### src/adc_ctrl_pkg.sv
// Package with register layout, reset values and timing for the converter control block.
package adc_ctrl_pkg;

    // ****************************************
    // Register map
    // ****************************************
    localparam logic [7:0] CTRL_ADDR   = 8'hE8;
    localparam logic [7:0] CTRL_RESET  = 8'h00;
    localparam int         BIT_ENABLE  = 7;
    localparam int         BIT_BURST   = 6;
    localparam int         BIT_DONE    = 5;
    localparam int         BIT_BUSY    = 4;
    localparam int         BIT_WINDOW  = 3;
    localparam int         BIT_LJUST   = 2;
    localparam int         BIT_SRC_HI  = 1;
    localparam int         BIT_SRC_LO  = 0;

    // ****************************************
    // Start sources and timing
    // ****************************************
    localparam logic [1:0] SRC_SOFTWARE = 2'h0;
    localparam logic [1:0] SRC_TIMER3   = 2'h1;
    localparam logic [1:0] SRC_STROBE   = 2'h2;
    localparam logic [1:0] SRC_TIMER2   = 2'h3;
    localparam int         CLK_MHZ      = 10;
    localparam int         CONV_NS      = 1600;
    localparam int         CONV_CYCLES  = (CONV_NS * CLK_MHZ) / 1000;

endpackage

### src/conv_timer.sv
// Self-timed single conversion sequencer used by the control block.
`timescale 1ns/1ps
module conv_timer
    import adc_ctrl_pkg::*;
#(
    parameter int CYCLES = CONV_CYCLES
) (
    // Clock and reset.
    input  wire logic ref_clk,
    input  wire logic rst_n,
    // Start and finish.
    input  wire logic start,
    output logic      running,
    output logic      finished
);

    logic [15:0] count_q;
    logic [15:0] count_d;

    // Load on start, count down, pulse finished at one.
    assign count_d  = start ? 16'(CYCLES) : (count_q != 16'h0000 ? count_q - 16'h0001 : 16'h0000);
    assign running  = (count_q != 16'h0000);
    assign finished = (count_q == 16'h0001);

    // Counter register.
    always_ff @(posedge ref_clk or negedge rst_n) begin
        if (!rst_n) begin
            count_q <= 16'h0000;
        end else begin
            count_q <= count_d;
        end
    end

endmodule

### src/adc_conversion_control.sv
// Control register, trigger selection and sequencing of the converter; repeat is tied to one conversion, so burst never chains.
`timescale 1ns/1ps
module adc_conversion_control
    import adc_ctrl_pkg::*;
(
    // Clock and reset.
    input  wire logic       ref_clk,
    input  wire logic       rst_n,
    // Special-function register port.
    input  wire logic [7:0] sfr_addr,
    input  wire logic [7:0] sfr_wdata,
    input  wire logic       sfr_wr,
    output logic [7:0]      sfr_rdata,
    // Trigger sources.
    input  wire logic       timer3_overflow,
    input  wire logic       timer2_overflow,
    input  wire logic       external_convert_strobe,
    // Window comparator event from the analog side.
    input  wire logic       window_hit,
    // Outputs to the converter and processor.
    output logic            converter_enable,
    output logic            sample_pulse,
    output logic            conversion_irq
);

    // ****************************************
    // Register fields
    // ****************************************
    logic       burst_enable_q;
    logic       conversion_done_flag_q;
    logic       window_compare_flag_q;
    logic       left_justify_select_q;
    logic [1:0] start_source_select_q;
    logic       enable_q;
    logic       conversion_busy_q;
    logic       busy_prev_q;
    logic [4:0] remain_q;
    logic       window_seen_q;
    logic [2:0] strobe_sync_q;

    // Sequence control wires.
    logic       ctrl_wr;
    logic       trigger;
    logic       conv_start;
    logic       conv_running;
    logic       conv_finished;
    logic       last_conv;
    logic       busy_fall;
    logic       manual_next;
    logic [4:0] repeat_total;

    // Repeat field decode: 00->1, 01->4, 10->8, 11->16.
    function automatic logic [4:0] repeat_decode(input logic [1:0] rpt);
        unique case (rpt)
            2'b00: repeat_decode = 5'd1;
            2'b01: repeat_decode = 5'd4;
            2'b10: repeat_decode = 5'd8;
            2'b11: repeat_decode = 5'd16;
        endcase
    endfunction

    // ****************************************
    // Trigger selection
    // ****************************************
    // The repeat field lives outside this register, so the count is tied to one conversion.
    // A user who needs accumulation must widen this tie-off into a configuration input.
    logic [1:0] repeat_count;
    assign repeat_count = 2'b00;
    assign repeat_total = repeat_decode(repeat_count);

    assign ctrl_wr = sfr_wr && (sfr_addr == CTRL_ADDR);
    assign trigger = enable_q && (
        (start_source_select_q == SRC_SOFTWARE && ctrl_wr && sfr_wdata[BIT_BUSY]) ||
        (start_source_select_q == SRC_TIMER3   && timer3_overflow) ||
        (start_source_select_q == SRC_STROBE   && strobe_sync_q[1] && !strobe_sync_q[2]) ||
        (start_source_select_q == SRC_TIMER2   && timer2_overflow));
    assign last_conv   = (remain_q <= 5'd1);
    // Without burst, every further repeat waits for its own trigger once the timer is idle.
    assign manual_next = trigger && conversion_busy_q && !conv_running && !burst_enable_q;
    assign conv_start  = (trigger && !conversion_busy_q) || manual_next ||
                         (conv_finished && !last_conv && burst_enable_q);
    // Busy falling edge, seen one cycle late, sets the completion flag.
    assign busy_fall   = busy_prev_q && !conversion_busy_q;

    conv_timer u_timer (
        .ref_clk  (ref_clk),
        .rst_n    (rst_n),
        .start    (conv_start),
        .running  (conv_running),
        .finished (conv_finished)
    );

    // Strobe synchroniser; bits 1 and 2 feed the edge detector.
    // Reset clears every stage to the idle low level, so no false edge follows reset.
    always_ff @(posedge ref_clk or negedge rst_n) begin
        if (!rst_n) begin
            strobe_sync_q <= 3'b000;
        end else begin
            strobe_sync_q <= {strobe_sync_q[1:0], external_convert_strobe};
        end
    end

    // ****************************************
    // Busy and repeat sequencing
    // ****************************************
    // repeat accumulation count
    always_ff @(posedge ref_clk or negedge rst_n) begin
        if (!rst_n) begin
            conversion_busy_q <= 1'b0;
            busy_prev_q       <= 1'b0;
            remain_q          <= 5'd0;
            window_seen_q     <= 1'b0;
        end else begin
            busy_prev_q <= conversion_busy_q;
            if (trigger && !conversion_busy_q) begin
                conversion_busy_q <= 1'b1;
                remain_q          <= repeat_total;
                window_seen_q     <= 1'b0;
            end else if (conv_finished) begin
                remain_q <= remain_q - 5'd1;
                window_seen_q <= window_seen_q | window_hit;
                if (last_conv) begin
                    conversion_busy_q <= 1'b0;
                end
            end
        end
    end

    // ****************************************
    // Control register
    // ****************************************
    // Software writes the fields; a hardware set of a flag beats a software clear.
    always_ff @(posedge ref_clk or negedge rst_n) begin
        if (!rst_n) begin
            enable_q               <= CTRL_RESET[BIT_ENABLE];
            burst_enable_q         <= CTRL_RESET[BIT_BURST];
            conversion_done_flag_q <= CTRL_RESET[BIT_DONE];
            window_compare_flag_q  <= CTRL_RESET[BIT_WINDOW];
            left_justify_select_q  <= CTRL_RESET[BIT_LJUST];
            start_source_select_q  <= CTRL_RESET[BIT_SRC_HI:BIT_SRC_LO];
        end else begin
            if (ctrl_wr) begin
                enable_q              <= sfr_wdata[BIT_ENABLE];
                burst_enable_q        <= sfr_wdata[BIT_BURST];
                left_justify_select_q <= sfr_wdata[BIT_LJUST];
                start_source_select_q <= sfr_wdata[BIT_SRC_HI:BIT_SRC_LO];
            end
            conversion_done_flag_q <= busy_fall ||
                (ctrl_wr ? sfr_wdata[BIT_DONE] : conversion_done_flag_q);
            window_compare_flag_q  <= (busy_fall && window_seen_q) ||
                (ctrl_wr ? sfr_wdata[BIT_WINDOW] : window_compare_flag_q);
        end
    end

    // Read data and outputs.
    assign sfr_rdata = (sfr_addr == CTRL_ADDR) ?
        {enable_q, burst_enable_q, conversion_done_flag_q, conversion_busy_q,
         window_compare_flag_q, left_justify_select_q, start_source_select_q} : 8'h00;
    assign converter_enable = enable_q;
    assign sample_pulse     = conv_start;
    assign conversion_irq   = conversion_done_flag_q;

    // ****************************************
    // Assertions
    // ****************************************
    // Completion flag and interrupt request.
    AST_DONE_ON_FALL: assert property (@(posedge ref_clk) disable iff (!rst_n)
        $fell(conversion_busy_q) |=> conversion_done_flag_q) else $error("done not set");
    AST_DONE_STICKY: assert property (@(posedge ref_clk) disable iff (!rst_n)
        conversion_done_flag_q && !ctrl_wr |=> conversion_done_flag_q) else $error("done lost");
    AST_DONE_CLEAR: assert property (@(posedge ref_clk) disable iff (!rst_n)
        ctrl_wr && !sfr_wdata[BIT_DONE] && !busy_fall |=> !conversion_done_flag_q)
        else $error("done not cleared");
    AST_IRQ: assert property (@(posedge ref_clk) disable iff (!rst_n)
        busy_fall |=> conversion_irq) else $error("irq not raised");

    // Busy indication and software starts.
    AST_SW_START: assert property (@(posedge ref_clk) disable iff (!rst_n)
        enable_q && start_source_select_q == SRC_SOFTWARE && ctrl_wr && sfr_wdata[BIT_BUSY]
        && !conversion_busy_q |=> conversion_busy_q) else $error("no sw start");
    AST_WRITE_ZERO: assert property (@(posedge ref_clk) disable iff (!rst_n)
        enable_q && start_source_select_q == SRC_SOFTWARE && !conversion_busy_q
        && !(ctrl_wr && sfr_wdata[BIT_BUSY]) |=> !conversion_busy_q)
        else $error("stray start");
    AST_BUSY_READ: assert property (@(posedge ref_clk) disable iff (!rst_n)
        conv_running && sfr_addr == CTRL_ADDR |-> sfr_rdata[BIT_BUSY]) else $error("busy");

    // Trigger sources.
    AST_T3: assert property (@(posedge ref_clk) disable iff (!rst_n)
        enable_q && start_source_select_q == SRC_TIMER3 && timer3_overflow && !conversion_busy_q
        |=> conversion_busy_q) else $error("timer3 start lost");
    AST_T2: assert property (@(posedge ref_clk) disable iff (!rst_n)
        enable_q && start_source_select_q == SRC_TIMER2 && timer2_overflow && !conversion_busy_q
        |=> conversion_busy_q) else $error("timer2 start lost");
    AST_STROBE: assert property (@(posedge ref_clk) disable iff (!rst_n)
        enable_q && start_source_select_q == SRC_STROBE && strobe_sync_q[1] && !strobe_sync_q[2]
        && !conversion_busy_q |=> conversion_busy_q) else $error("strobe start lost");
    AST_DISABLED: assert property (@(posedge ref_clk) disable iff (!rst_n)
        !enable_q && !conversion_busy_q |-> !sample_pulse) else $error("start while disabled");

    // Repeat and burst sequencing.
    AST_SINGLE: assert property (@(posedge ref_clk) disable iff (!rst_n)
        conv_finished && remain_q == 5'd1 |=> !conversion_busy_q) else $error("repeat");
    AST_BURST: assert property (@(posedge ref_clk) disable iff (!rst_n)
        conv_finished && !last_conv && burst_enable_q |-> sample_pulse) else $error("burst");
    AST_NO_RESTART: assert property (@(posedge ref_clk) disable iff (!rst_n)
        conv_running && !conv_finished |-> !sample_pulse) else $error("start while running");

    // Main scenarios that the tests should reach.
    COV_DONE: cover property (@(posedge ref_clk) disable iff (!rst_n) busy_fall);
    COV_STROBE: cover property (@(posedge ref_clk) disable iff (!rst_n)
        start_source_select_q == SRC_STROBE && trigger);
    COV_CLEAR: cover property (@(posedge ref_clk) disable iff (!rst_n)
        conversion_done_flag_q ##1 !conversion_done_flag_q);
    COV_TIMER2: cover property (@(posedge ref_clk) disable iff (!rst_n)
        start_source_select_q == SRC_TIMER2 && trigger);
    COV_WINDOW: cover property (@(posedge ref_clk) disable iff (!rst_n)
        busy_fall && window_seen_q);

endmodule

### config.mk
export PLATFORM = sky130hd
export DESIGN_NAME = adc_conversion_control
export DESIGN_NICKNAME = d
export VERILOG_FILES = /design/src/adc_ctrl_pkg.sv /design/src/conv_timer.sv /design/src/adc_conversion_control.sv
export SDC_FILE = /design/constraint.sdc
export NUM_CORES = 1
export LEC_CHECK = 0
export ABC_AREA = 1
export CAP_MARGIN = 5
export CELL_PAD_IN_SITES_DETAIL_PLACEMENT = 1
export CELL_PAD_IN_SITES_GLOBAL_PLACEMENT = 1
export CORE_MARGIN = 2
export CORE_UTILIZATION = 32
export CTS_BUF_LIST = sky130_fd_sc_hd__clkbuf_4 sky130_fd_sc_hd__clkbuf_8 sky130_fd_sc_hd__clkbuf_16
export CTS_CLUSTER_DIAMETER = 60
export DETAILED_ROUTE_END_ITERATION = 8
export DONT_BUFFER_PORTS = 1
export PLACE_DENSITY_LB_ADDON = 0.05
export SLEW_MARGIN = 10
export SYNTH_ARGS = -nofsm -noshare
export SYNTH_HDL_FRONTEND = slang
export SYNTH_HIERARCHICAL = 1
export SYNTH_SLANG_ARGS = --single-unit
### constraint.sdc
create_clock -name ref_clk -period 2.35 [get_ports ref_clk]
set_input_delay 0.235 -clock ref_clk [delete_from_list [all_inputs] [get_ports ref_clk]]
set_output_delay 0.235 -clock ref_clk [all_outputs]
set_load 0.02 [all_outputs]
# Word-level counts from Yosys, hierarchy flattened
# Cells that the tools add are included.
# word_totals
out_inout_bits,11
input_bits,23
mem_bits_rw,0
latch_bits,0
elab_cells,66
regBits,34
n_memories,0
mem_bits_ro,0
# classes
n_mul,0
n_reduce_logical,33
eq_ne,5
mux,12
n_lt_le_gt_ge,1
div,0
add_sub_neg,2
bitwise,1
shift,0
# ops
operator,count
two-way mux 16 bit,2
equality test 16 x 1 -> 1 bit (second input constant),1
logical AND 1 bit,16
nonzero test 16 bit,1
subtractor 16 x 1 -> 16 bit (second input constant),1
two-way mux 5 bit,2
equality test 8 bit (second input constant),1
two-way mux 8 bit,1
logical OR 1 bit,7
two-way mux 1 bit,7
<= comparator 5 x 1 -> 1 bit (second input constant),1
zero test 1 bit,5
subtractor 5 x 1 -> 5 bit (second input constant),1
equality test 2 bit (second input constant),2
nonzero test 2 bit,2
equality test 2 x 1 -> 1 bit (second input constant),1
zero test 2 bit,1
AND reduction 2 bit,1
bitwise OR 1 bit,1

# Longest topological paths before layout
# Gate-level depths: netlist of the first run.
# depth
ltp_word,14
ltp_mapped,11
ltp_nobuf,11

# Cells and area by module
# The synthesis of the first run kept the hierarchy.
# modules_own_cells
module,area_per_inst_um2,seq_area_each_um2,n_inst,cells_each
conv_timer,964.7,400.4,1,122
adc_conversion_control,907.1,450.4,1,114

# Least setup slack after synthesis of the first run
# OpenSTA, ideal clock, no wires.
# synth_timing
kind,reg-to-reg
start,register u_timer.count_q[7]
end,register u_timer.count_q[5]
t_arrival_ps,1871
setup_time_ps,119
period_less_slack_ps,1990
required_ps,2231
stages_incl_launch_ff,9
setup_slack_ps,360
n_path_buf,0
path_cell_list,dfrtp_1 -> nor2_2 -> nand2_2 -> nor4_1 -> nand3_1 -> nand3_1 -> inv_1 -> nand2_4 -> nor2_1
# synth_between
word_cells_on_any_way,11
classes_between,eq/ne (1); mux (2); reduce/logical (8)
# synth_rtl
item,line,text
start: declaration,conv_timer.sv:17,logic [15:0] count_q;
start signal: assignment,conv_timer.sv:30,count_q <= count_d;
equality test 16 x 1 -> 1 bit,conv_timer.sv:23,assign finished = (count_q == 16'h0001);
via conv_finished,adc_conversion_control.sv:46,logic conv_finished;
logical AND 1 bit (2 in a row),adc_conversion_control.sv:81,(conv_finished && !last_conv && burst_enable_q);
logical OR 1 bit,adc_conversion_control.sv:80,assign conv_start = (trigger && !conversion_busy_q) || manual_next ||
via sample_pulse,adc_conversion_control.sv:22,"output logic sample_pulse,"
two-way mux 16 bit,conv_timer.sv:21,assign count_d = start ? 16'(CYCLES) : (count_q != 16'h0000 ? count_q - 16'h0001 : 16'h0000);
via u_timer.count_d[5],conv_timer.sv:18,logic [15:0] count_d;
# The timed path passes the listed nets, and every way through them passes these cells.
# A chain may end at the register's enable or synchronous reset.

# Worst setup path after layout of the first run
# layout_timing
start,register u_timer.count_q[0]
end,output sample_pulse
# layout_between
elab_chain_len,6
word_cells_on_any_way,9
classes_between,eq/ne (1); reduce/logical (8)
# layout_rtl
item,line,text
nonzero test 16 bit,conv_timer.sv:22,assign running = (count_q != 16'h0000);
via conv_running,adc_conversion_control.sv:45,logic conv_running;
zero test 1 bit,adc_conversion_control.sv:79,assign manual_next = trigger && conversion_busy_q && !conv_running && !burst_enable_q;
logical AND 1 bit (2 in a row),adc_conversion_control.sv:79,
logical OR 1 bit (2 in a row),adc_conversion_control.sv:80,
end: declaration,adc_conversion_control.sv:22,
# The timed path passes the listed nets, and every way through them passes these cells.

==> run_results.csv, run 1 <==
group,metric,value,unit
grt,grt_usage,14.5,%
worst_setup_path,path_class,"flop to output pin",
synthesis,ys_types,28,
clocking,cts.repair.resized,0,
detailed_routing,drtIter0Drc,57,
synthesis,synthMuxAreaShare,0,%
synthesis,synth_top_area_share,45.5,%
detailed_routing,antenna_left,0,
floorplan,row_count,27,
timing,max_freq,0.466,GHz
power,p_leak,1.13,nW
clocking,post_cts_buffers,0,
hold_path,holdCritStartpoint,"sfr_wdata[2]",
grt,grt-ovfl-total,0,
timing,final_max_slew_viol_count,0,
hold_path,hold_path_depth,2,
clocking,cts.path.max_buffers,2,
timing,finalHoldViolations,0,
detailed_routing,routedWlPerCell,12.7,um
grt,grt_pass1_vias,1552,
layout,nets,274,
floorplan,start_util,33.6,%
place,place_congestion,0.714,
grt,grtUsageMet1,19.2,%
power,total_power,2.20,mW
floorplan,core_area,5570,um^2
floorplan,dieArea,6480,um^2
detailed_routing,firstDrtPassIters,4,
floorplan,die_h,80.5,um
power,p_per_area,1060,nW/um^2
worst_setup_path,crit_required,2120,ps
worst_setup_path,r2r-start,"u_timer/count_q[0]$_DFF_PN0_",
power,power_frac_seq,40.7,%
timing,setup_viol,0,
grt,grtUsageMet3,3.93,%
synthesis,synth_xor_area_share,3.74,%
outcome,outcome,"completed",
floorplan,die_x,80.5,um
synthesis,syn_avg_cell_area,7.93,um^2
synthesis,synth-simple-area-share,33.6,%
layout,diodes,0,
clocking,cts-buffers-inserted,5,
power,p_int,1.29,mW
synthesis,yosys.area_share.adder,2.67,%
timing,min_period,2150,ps
clocking,cts.sinks,34,
layout,drive_above_1_share,13.4,%
clocking,hold_buffers,3,
timing,tightest_slew,423,ps
grt,grt_use_met2,22.7,%
detailed_routing,vias,1432,
run,cap_viol_max_count,0,
layout,fin_area,2090,um^2
timing,clock_skew,8.36,ps
layout,stdcell_count,318,
worst_setup_path,cp.arrival,1910,ps
power,sw_frac_of_total,41.6,%
worst_setup_path,end_kind,"output pin",
worst_setup_path,reg2reg_depth,11,
synthesis,synthTopCellsByArea,"dfrtp_1 45%, nand2_1 10%, nor2_1 9.2%",
synthesis,synthCells,236,
place,portBuffers,0,
synthesis,synth_compound_area_share,6.28,%
grt,busiest_layer,"met2",
timing,slew_headroom,71.7,%
timing,grt_setup_unrepaired,"no",
detailed_routing,viasPerCell,4.50,
power,combPwrFrac,40.0,%
detailed_routing,finalWirelength,4050,um
worst_setup_path,worstSetupStartpoint,"u_timer/count_q[0]$_DFF_PN0_",
clocking,cts_tree,"built",
place,hpwl,3040,um
clocking,insertion_delay,280,ps
worst_setup_path,worst_setup_path_start_kind,"flop",
timing,fin_crit_sh,91.3,%
power,max-vdd-ir-drop,0.424,mV
grt,antenna_found_initial,0,
power,power.switching,0.916,mW
synthesis,synth_area_leader_cell,"dfrtp_1",
timing,setup_tns,0,ps
synthesis,synth_seq_area_share,45.5,%
grt,grt_max_degree,35,
hold_path,min_path_type,"input pin to flop",
clocking,clk_pin_slew_worst_paths,70,ps
synthesis,synth_top_family_by_area,"simple AND/OR/NAND/NOR gates",
worst_setup_path,worstPathMaxFanout,8,
synthesis,synth_area,1870,um^2
synthesis,yosysWarnings,6,
detailed_routing,drc_errors,0,
grt,grt_pass1_wl,7110,um
synthesis,synth_nets,263,
floorplan,ios,34,
clocking,h-tree-depth,2,
layout,syn_to_final_growth,11.6,%
place,dp.cells,309,
clocking,cts_root_buf,"clkbuf_8",
timing,hold_ws,74.9,ps
synthesis,synth-seq-cells,34,
power,power_frac_clock,19.3,%
place,place_area,1970,um^2
cell type report:
| class | instances | area, um^2 |
|---|---|---|
| Multi-Input combinational cell | 163 | 866 |
| Fill cell | 681 | 3490 |
| Inverter | 38 | 144 |
| Sequential cell | 34 | 851 |
| Timing Repair Buffer | 5 | 55.1 |
| Clock buffer | 6 | 82.6 |
| Tap cell | 72 | 90.1 |
per-layer routing:
| layer | share of wire [%] | vias up | wire length [um] |
|---|---|---|---|
| li1 | - | 739 | - |
| met1 | 50 | 665 | 2000 |
| met2 | 45 | 21 | 1810 |
| met3 | 4.3 | 7 | 172 |
| met4 | 1.5 | 0 | 61 |
| met5 | 0 | - | 0 |
placed cells by master (no fill, tap or decap), types with 4 or more instances in the layout:
cell type,count
a21oi_1,6
nor3_2,4
ha_1,4
nor2_2,5
o21ai_0,8
nand2_1,52
dfrtp_1,34
xor2_1,4
inv_1,36
clkbuf_8,6
xnor2_1,4
nor2_1,46
nand3_1,11
critical path, stage by stage (launching register included):
cell and delay, ps:
dfrtp_1 390, inv_1 100, ha_1 230, nand2_4 100
nor2_8 200, nand2_4 90, nor2_1 90, nand3_1 80
nand3_1 170, buf_4 190
cells by family (layout without fill, tap and decap cells):
family                     after synthesis  after routing
and+or+nand+nor                        132            132
buffers and inverters                   39             49
DFF                                     34             34
AOI/OAI and AO/OA                       19             19
xor gates and xnor gates                 8              8
adders and majority gates                4              4
sequential cells by signal, indices dropped and copies added (netlist names):
name and count:
u_timer/count_q 16, remain_q 5, strobe_sync_q 3, start_source_select_q 2, burst_enable_q 1, busy_prev_q 1, conversion_busy_q 1, conversion_irq 1
converter_enable 1, left_justify_select_q 1, window_compare_flag_q 1, window_seen_q 1
per-stage QoR:
step / setup slack [ps] / utilization [%]
2_1_floorplan: 360 / -
3_3_place_gp: 474 / 35.3
3_5_place_dp: 451 / 35.3
4_1_cts: 164 / 37.5
5_1_grt: 53.7 / 37.5
6_report: 205 / 37.5
power by group through the flow:
stage          logic (mW)  registers, mW  clock network (mW)
2_1_floorplan       0.721          0.876                   0
3_3_place_gp        0.876          0.913                   0
3_5_place_dp        0.874          0.912                   0
4_1_cts             0.903          0.902               0.440
5_1_grt              1.02          0.928               0.468
6_report            0.882          0.898               0.425
cells in the mapped netlist:
master	number
clkinv_2	1
ha_1	4
nor3_2	4
a21oi_2	1
nand3_1	11
nor2_1	46
dfrtp_1	34
nor2_8	1
a21oi_1	6
nor4_1	1
nand2_4	3
inv_2	1
a21oi_4	1
a31oi_1	1
nand3_2	1
inv_1	36
nor3_1	1
xnor2_1	4
nand2_1	52
nand2_2	3
nand4_1	1
o221ai_1	1
xor2_1	4
o21ai_0	8
nor2_4	3
nor2_2	5
buf_6	1
o211ai_1	1
worst paths after layout:
| check | slack (ps) | end |
|---|---|---|
| setup / recovery | 200 | sample_pulse |
| hold / removal | 70 | left_justify_select_q$_DFFE_PN0N_ |
| setup reg to reg | 470 | u_timer/count_q[6]$_DFF_PN0_ |
| hold reg to reg | 350 | strobe_sync_q[1]$_DFF_PN0_ |
| max in group asynchronous | 1770 | u_timer/count_q[0]$_DFF_PN0_ |
| min in group asynchronous | 390 | left_justify_select_q$_DFFE_PN0N_ |
No activity file was read; power rests on OpenSTA's default activity.
==> inputs of run 2 (changes only) <==
Clock period 2.35 ns to 2.48 ns, I/O delays scaled along.
==> run_results.csv, run 2 (synthesis gave the netlist of run 1 again) <==
group,metric,value,unit
floorplan,dieArea,6480,um^2
timing,finalHoldViolations,0,
detailed_routing,drtIter0Drc,80,
timing,tightest_slew,409,ps
timing,min_period,2150,ps
layout,drive_above_1_share,13.4,%
outcome,outcome,"completed",
detailed_routing,viasPerCell,4.53,
timing,grt_setup_unrepaired,"no",
grt,grt-ovfl-total,0,
timing,max_freq,0.464,GHz
detailed_routing,antenna_left,0,
floorplan,die_x,80.5,um
hold_path,min_path_type,"input pin to flop",
layout,final_common_cell,"nand2_1",
clocking,clk_pin_slew_worst_paths,70,ps
timing,setup_tns,0,ps
worst_setup_path,end_kind,"output pin",
timing,setup_viol,0,
grt,grt_pass1_wl,7360,um
layout,max_flop_register,"u_timer/count_q",
place,hpwl,3180,um
floorplan,core_area,5570,um^2
clocking,cts.path.max_buffers,2,
detailed_routing,vias,1441,
floorplan,ios,34,
clocking,cts_root_buf,"clkbuf_8",
worst_setup_path,worstPathMaxFanout,8,
worst_setup_path,crit_required,2230,ps
floorplan,start_util,33.6,%
worst_setup_path,crit_slowest_cell,"dfrtp_1",
layout,largest_reg_flops,16,
clocking,insertion_delay,280,ps
floorplan,die_h,80.5,um
clocking,cts_tree,"built",
place,portBuffers,0,
power,p_leak,1.13,nW
worst_setup_path,path_class,"flop to output pin",
layout,syn_to_final_growth,11.6,%
worst_setup_path,cp.arrival,1910,ps
detailed_routing,drc_errors,0,
place,place_congestion,0.733,
detailed_routing,routedWlPerCell,13.0,um
clocking,cts-buffers-inserted,5,
timing,clock_skew,9.14,ps
grt,grt_max_degree,35,
power,max-vdd-ir-drop,0.435,mV
clocking,cts.repair.resized,0,
clocking,h-tree-depth,2,
grt,grt_pass1_vias,1547,
worst_setup_path,cpPeakStageDelay,400,ps
worst_setup_path,worst_setup_path_start_kind,"flop",
grt,antenna_found_initial,0,
power,p_per_area,999,nW/um^2
power,total_power,2.09,mW
layout,nets,274,
detailed_routing,firstDrtPassIters,4,
layout,layout_common_cells,"52 x nand2_1, 46 x nor2_1, 36 x inv_1",
timing,fin_crit_sh,86.9,%
floorplan,row_count,27,
layout,largestRegisters,"u_timer/count_q (16), remain_q (5), strobe_sync_q (3)",
timing,slew_headroom,72.6,%
grt,grt_usage,14.8,%
detailed_routing,finalWirelength,4150,um
layout,diodes,0,
run,cap_viol_max_count,0,
timing,final_max_slew_viol_count,0,
clocking,cts.sinks,34,
worst_setup_path,crit_chain,"inv_1 > ha_1 > nand2_4 > nor2_8 > nand2_4 > nor2_1 > nand3_1 > nand3_1 > buf_4",
run 2: repair_timing:
action                                 4_1_cts  5_1_grt
hold buffers                                 3        0
setup buffers                                0        0
endpoints found under the hold margin       35        0
run 2: routing by layer:
layer	track usage (%)	vias up	wire length, um
li1	-	740	-
met1	19.2	678	2030
met2	24.4	21	1920
met3	3.82	2	165
met4	4.07	0	32
met5	0	-	0
run 2: final timing paths:
path | from | end | slack (ps) | cells after the start
worst max-delay path | u_timer/count_q[0]$_DFF_PN0_ | sample_pulse | 330 | 9
worst min-delay path | sfr_wdata[3] | window_compare_flag_q$_DFF_PN0_ | 90 | 2
worst max register to register | u_timer/count_q[0]$_DFF_PN0_ | u_timer/count_q[6]$_DFF_PN0_ | 610 | 11
worst min register to register | strobe_sync_q[0]$_DFF_PN0_ | strobe_sync_q[1]$_DFF_PN0_ | 360 | 0
max in group asynchronous | rst_n | strobe_sync_q[2]$_DFF_PN0_ | 1850 | 2
min in group asynchronous | rst_n | window_compare_flag_q$_DFF_PN0_ | 440 | 2
run 2: final cells by class:
| type | count | area [um^2] |
|---|---|---|
| fill | 714 | 3490 |
| multi-input combinational | 163 | 866 |
| sequential | 34 | 851 |
| clock buffer | 6 | 82.6 |
| tap | 72 | 90.1 |
| inverter | 38 | 144 |
| timing repair buffer | 5 | 55.1 |
run 2: critical path, delay by kind of cell (launching register included):
family / cells / cell delay (ps)
fa+ha+maj: 1 / 230
buf+inv: 2 / 270
flops: 1 / 400
simple gates: 6 / 730
run 2: where the power goes:
group / leakage [nW] / total, mW / internal, mW / switching, mW
registers: 0.402 / 0.852 / 0.710 / 0.142
logic: 0.684 / 0.832 / 0.297 / 0.535
clock network: 0.0431 / 0.402 / 0.214 / 0.188
total: 1.13 / 2.09 / 1.22 / 0.865
run 2: metrics by stage:
step                      instances  hold WS (ps)  cell area [um^2]  util, %  setup WS (ps)
after global placement          309         -46.8              1970     35.3            573
final                           318          93.1              2090     37.5            325
after floorplan                 236         -47.6              1870        -            490
after detailed placement        309         -46.5              1970     35.3            563
after global routing            318          93.9              2090     37.5            137
after CTS                       318          90.9              2090     37.5            263
==> inputs of run 3 (changes only) <==
Settings changed: REMOVE_ABC_BUFFERS from default to 1.
==> run_results.csv, run 3 (synthesis gave the netlist of run 1 again) <==
group,metric,value,unit
outcome,outcome,"completed",
run,cap_viol_max_count,0,
layout,utilization,38.0,%
detailed_routing,firstDrtPassIters,4,
worst_setup_path,crit_slowest_cell,"dfrtp_1",
grt,busiest_layer,"met2",
timing,clock_skew,6.81,ps
layout,stdcell_count,320,
layout,final_common_cell,"nand2_1",
grt,grt_pass1_wl,7100,um
detailed_routing,finalWirelength,4160,um
clocking,cts.repair.resized,0,
floorplan,ios,34,
timing,slew_headroom,72.6,%
grt,grtUsageMet3,3.03,%
floorplan,dieArea,6480,um^2
timing,grt_setup_unrepaired,"no",
layout,syn_to_final_growth,13.2,%
grt,grt_max_degree,35,
place,place_area,1970,um^2
worst_setup_path,end_kind,"output pin",
clocking,cts.path.max_buffers,2,
timing,final_max_slew_viol_count,0,
hold_path,holdCritStartpoint,"sfr_wdata[1]",
power,p_leak,1.14,nW
clocking,cts_root_buf,"clkbuf_8",
clocking,cts-buffers-inserted,5,
clocking,cts_tree,"built",
detailed_routing,routedWlPerCell,13.0,um
detailed_routing,drtIter0Drc,53,
power,total_power,2.21,mW
worst_setup_path,cp.arrival,1930,ps
worst_setup_path,crit_chain,"inv_1 > ha_1 > nand2_4 > nor2_8 > nand2_4 > nor2_1 > nand3_1 > nand3_1 > buf_4",
worst_setup_path,worst_setup_path_start_kind,"flop",
timing,setup_viol,0,
clocking,cts.sinks,34,
worst_setup_path,worstPathMaxFanout,8,
grt,grt_use_met2,23.9,%
layout,fin_area,2120,um^2
place,portBuffers,0,
worst_setup_path,cpPeakStageDelay,400,ps
layout,largestRegisters,"u_timer/count_q (16), remain_q (5), strobe_sync_q (3)",
floorplan,row_count,27,
layout,diodes,0,
worst_setup_path,reg2reg_depth,11,
timing,min_period,2170,ps
clocking,clk_pin_slew_worst_paths,70,ps
detailed_routing,viasPerCell,4.58,
place,place_congestion,0.720,
power,p_per_area,1040,nW/um^2
detailed_routing,drc_errors,0,
grt,antenna_found_initial,0,
worst_setup_path,rr_endpoint,"u_timer/count_q[6]$_DFF_PN0_",
worst_setup_path,reg2reg_slack,590,ps
worst_setup_path,path_class,"flop to output pin",
worst_setup_path,crit_required,2230,ps
grt,grt_pass1_vias,1527,
layout,max_flop_register,"u_timer/count_q",
grt,grt-ovfl-total,0,
layout,layout_common_cells,"52 x nand2_1, 46 x nor2_1, 36 x inv_1",
hold_path,min_path_type,"input pin to flop",
timing,finalHoldViolations,0,
layout,nets,274,
detailed_routing,antenna_left,0,
layout,drive_above_1_share,14.1,%
floorplan,die_x,80.5,um
place,dp.cells,309,
hold_path,min_to,"start_source_select_q[1]$_DFFE_PN0N_",
detailed_routing,vias,1467,
power,max-vdd-ir-drop,0.383,mV
clocking,h-tree-depth,2,
grt,grt_usage,14.4,%
hold_path,hold_path_depth,2,
timing,fin_crit_sh,87.7,%
layout,largest_reg_flops,16,
timing,max_freq,0.460,GHz
worst_setup_path,r2r-start,"u_timer/count_q[0]$_DFF_PN0_",
layout,fill_cells,681,
floorplan,start_util,33.6,%
timing,tightest_slew,410,ps
place,hpwl,3170,um
floorplan,core_area,5570,um^2
grt,grtUsageMet1,18.2,%
clocking,insertion_delay,280,ps
floorplan,die_h,80.5,um
timing,setup_tns,0,ps
[run 3: cell types whose count changed in the layout (fill, tap and decap cells not counted)]
cell and change:
bufinv_16 +1, clkbuf_4 +2, clkbuf_8 -1
[run 3: repair_timing]
action | in CTS | in global routing
hold buffers | 3 | 0
buffers inserted | 0 | 0
endpoints found under the hold margin | 35 | 0
[run 3: power breakdown]
part	switching [mW]	internal, mW	leakage (nW)	total (mW)
combinational	0.538	0.297	0.684	0.835
sequential	0.143	0.709	0.402	0.852
clock	0.201	0.323	0.0593	0.524
[run 3: critical path: cells and delay by family, from the launching register on]
family	cells	cell delay [ps]
adder cells (fa/ha/maj)	1	240
AND/OR/NAND/NOR	6	730
flip-flops	1	400
buffers and inverters	2	290
[run 3: area by class of cell]
cell class                      instances  area, um^2  share of cell area (%)
Clock buffer                            7        83.8                    3.96
Clock inverter                          1        30.0                    1.42
Inverter                               38         144                    6.79
Multi-Input combinational cell        163         866                    40.9
Sequential cell                        34         851                    40.1
Tap cell                               72        90.1                    4.25
Timing Repair Buffer                    5        55.1                    2.60
[run 3: through the flow]
| stage | setup slack, ps | hold WS [ps] |
|---|---|---|
| 3_3_place_gp | 613 | -47.0 |
| 4_1_cts | 255 | 81.1 |
| 2_1_floorplan | 490 | -47.6 |
| 5_1_grt | 147 | 79.9 |
| 3_5_place_dp | 560 | -46.9 |
| 6_report | 306 | 92.4 |
[run 3: worst max-delay path by stage]
stage,endpoint,startpoint
6_report,sample_pulse,u_timer/count_q[0]$_DFF_PN0_
2_1_floorplan,u_timer/count_q[5]$_DFF_PN0_,u_timer/count_q[7]$_DFF_PN0_
4_1_cts,sample_pulse,u_timer/count_q[0]$_DFF_PN0_
3_3_place_gp,sample_pulse,u_timer/count_q[11]$_DFF_PN0_
5_1_grt,sample_pulse,u_timer/count_q[0]$_DFF_PN0_
3_5_place_dp,u_timer/count_q[6]$_DFF_PN0_,u_timer/count_q[0]$_DFF_PN0_
[run 3: routing by layer]
layer  wire (um)  share of wire [%]
met1        2010                 48
met2        1950                 47
met5           0                  0
met3         160                3.8
met4          40               0.96
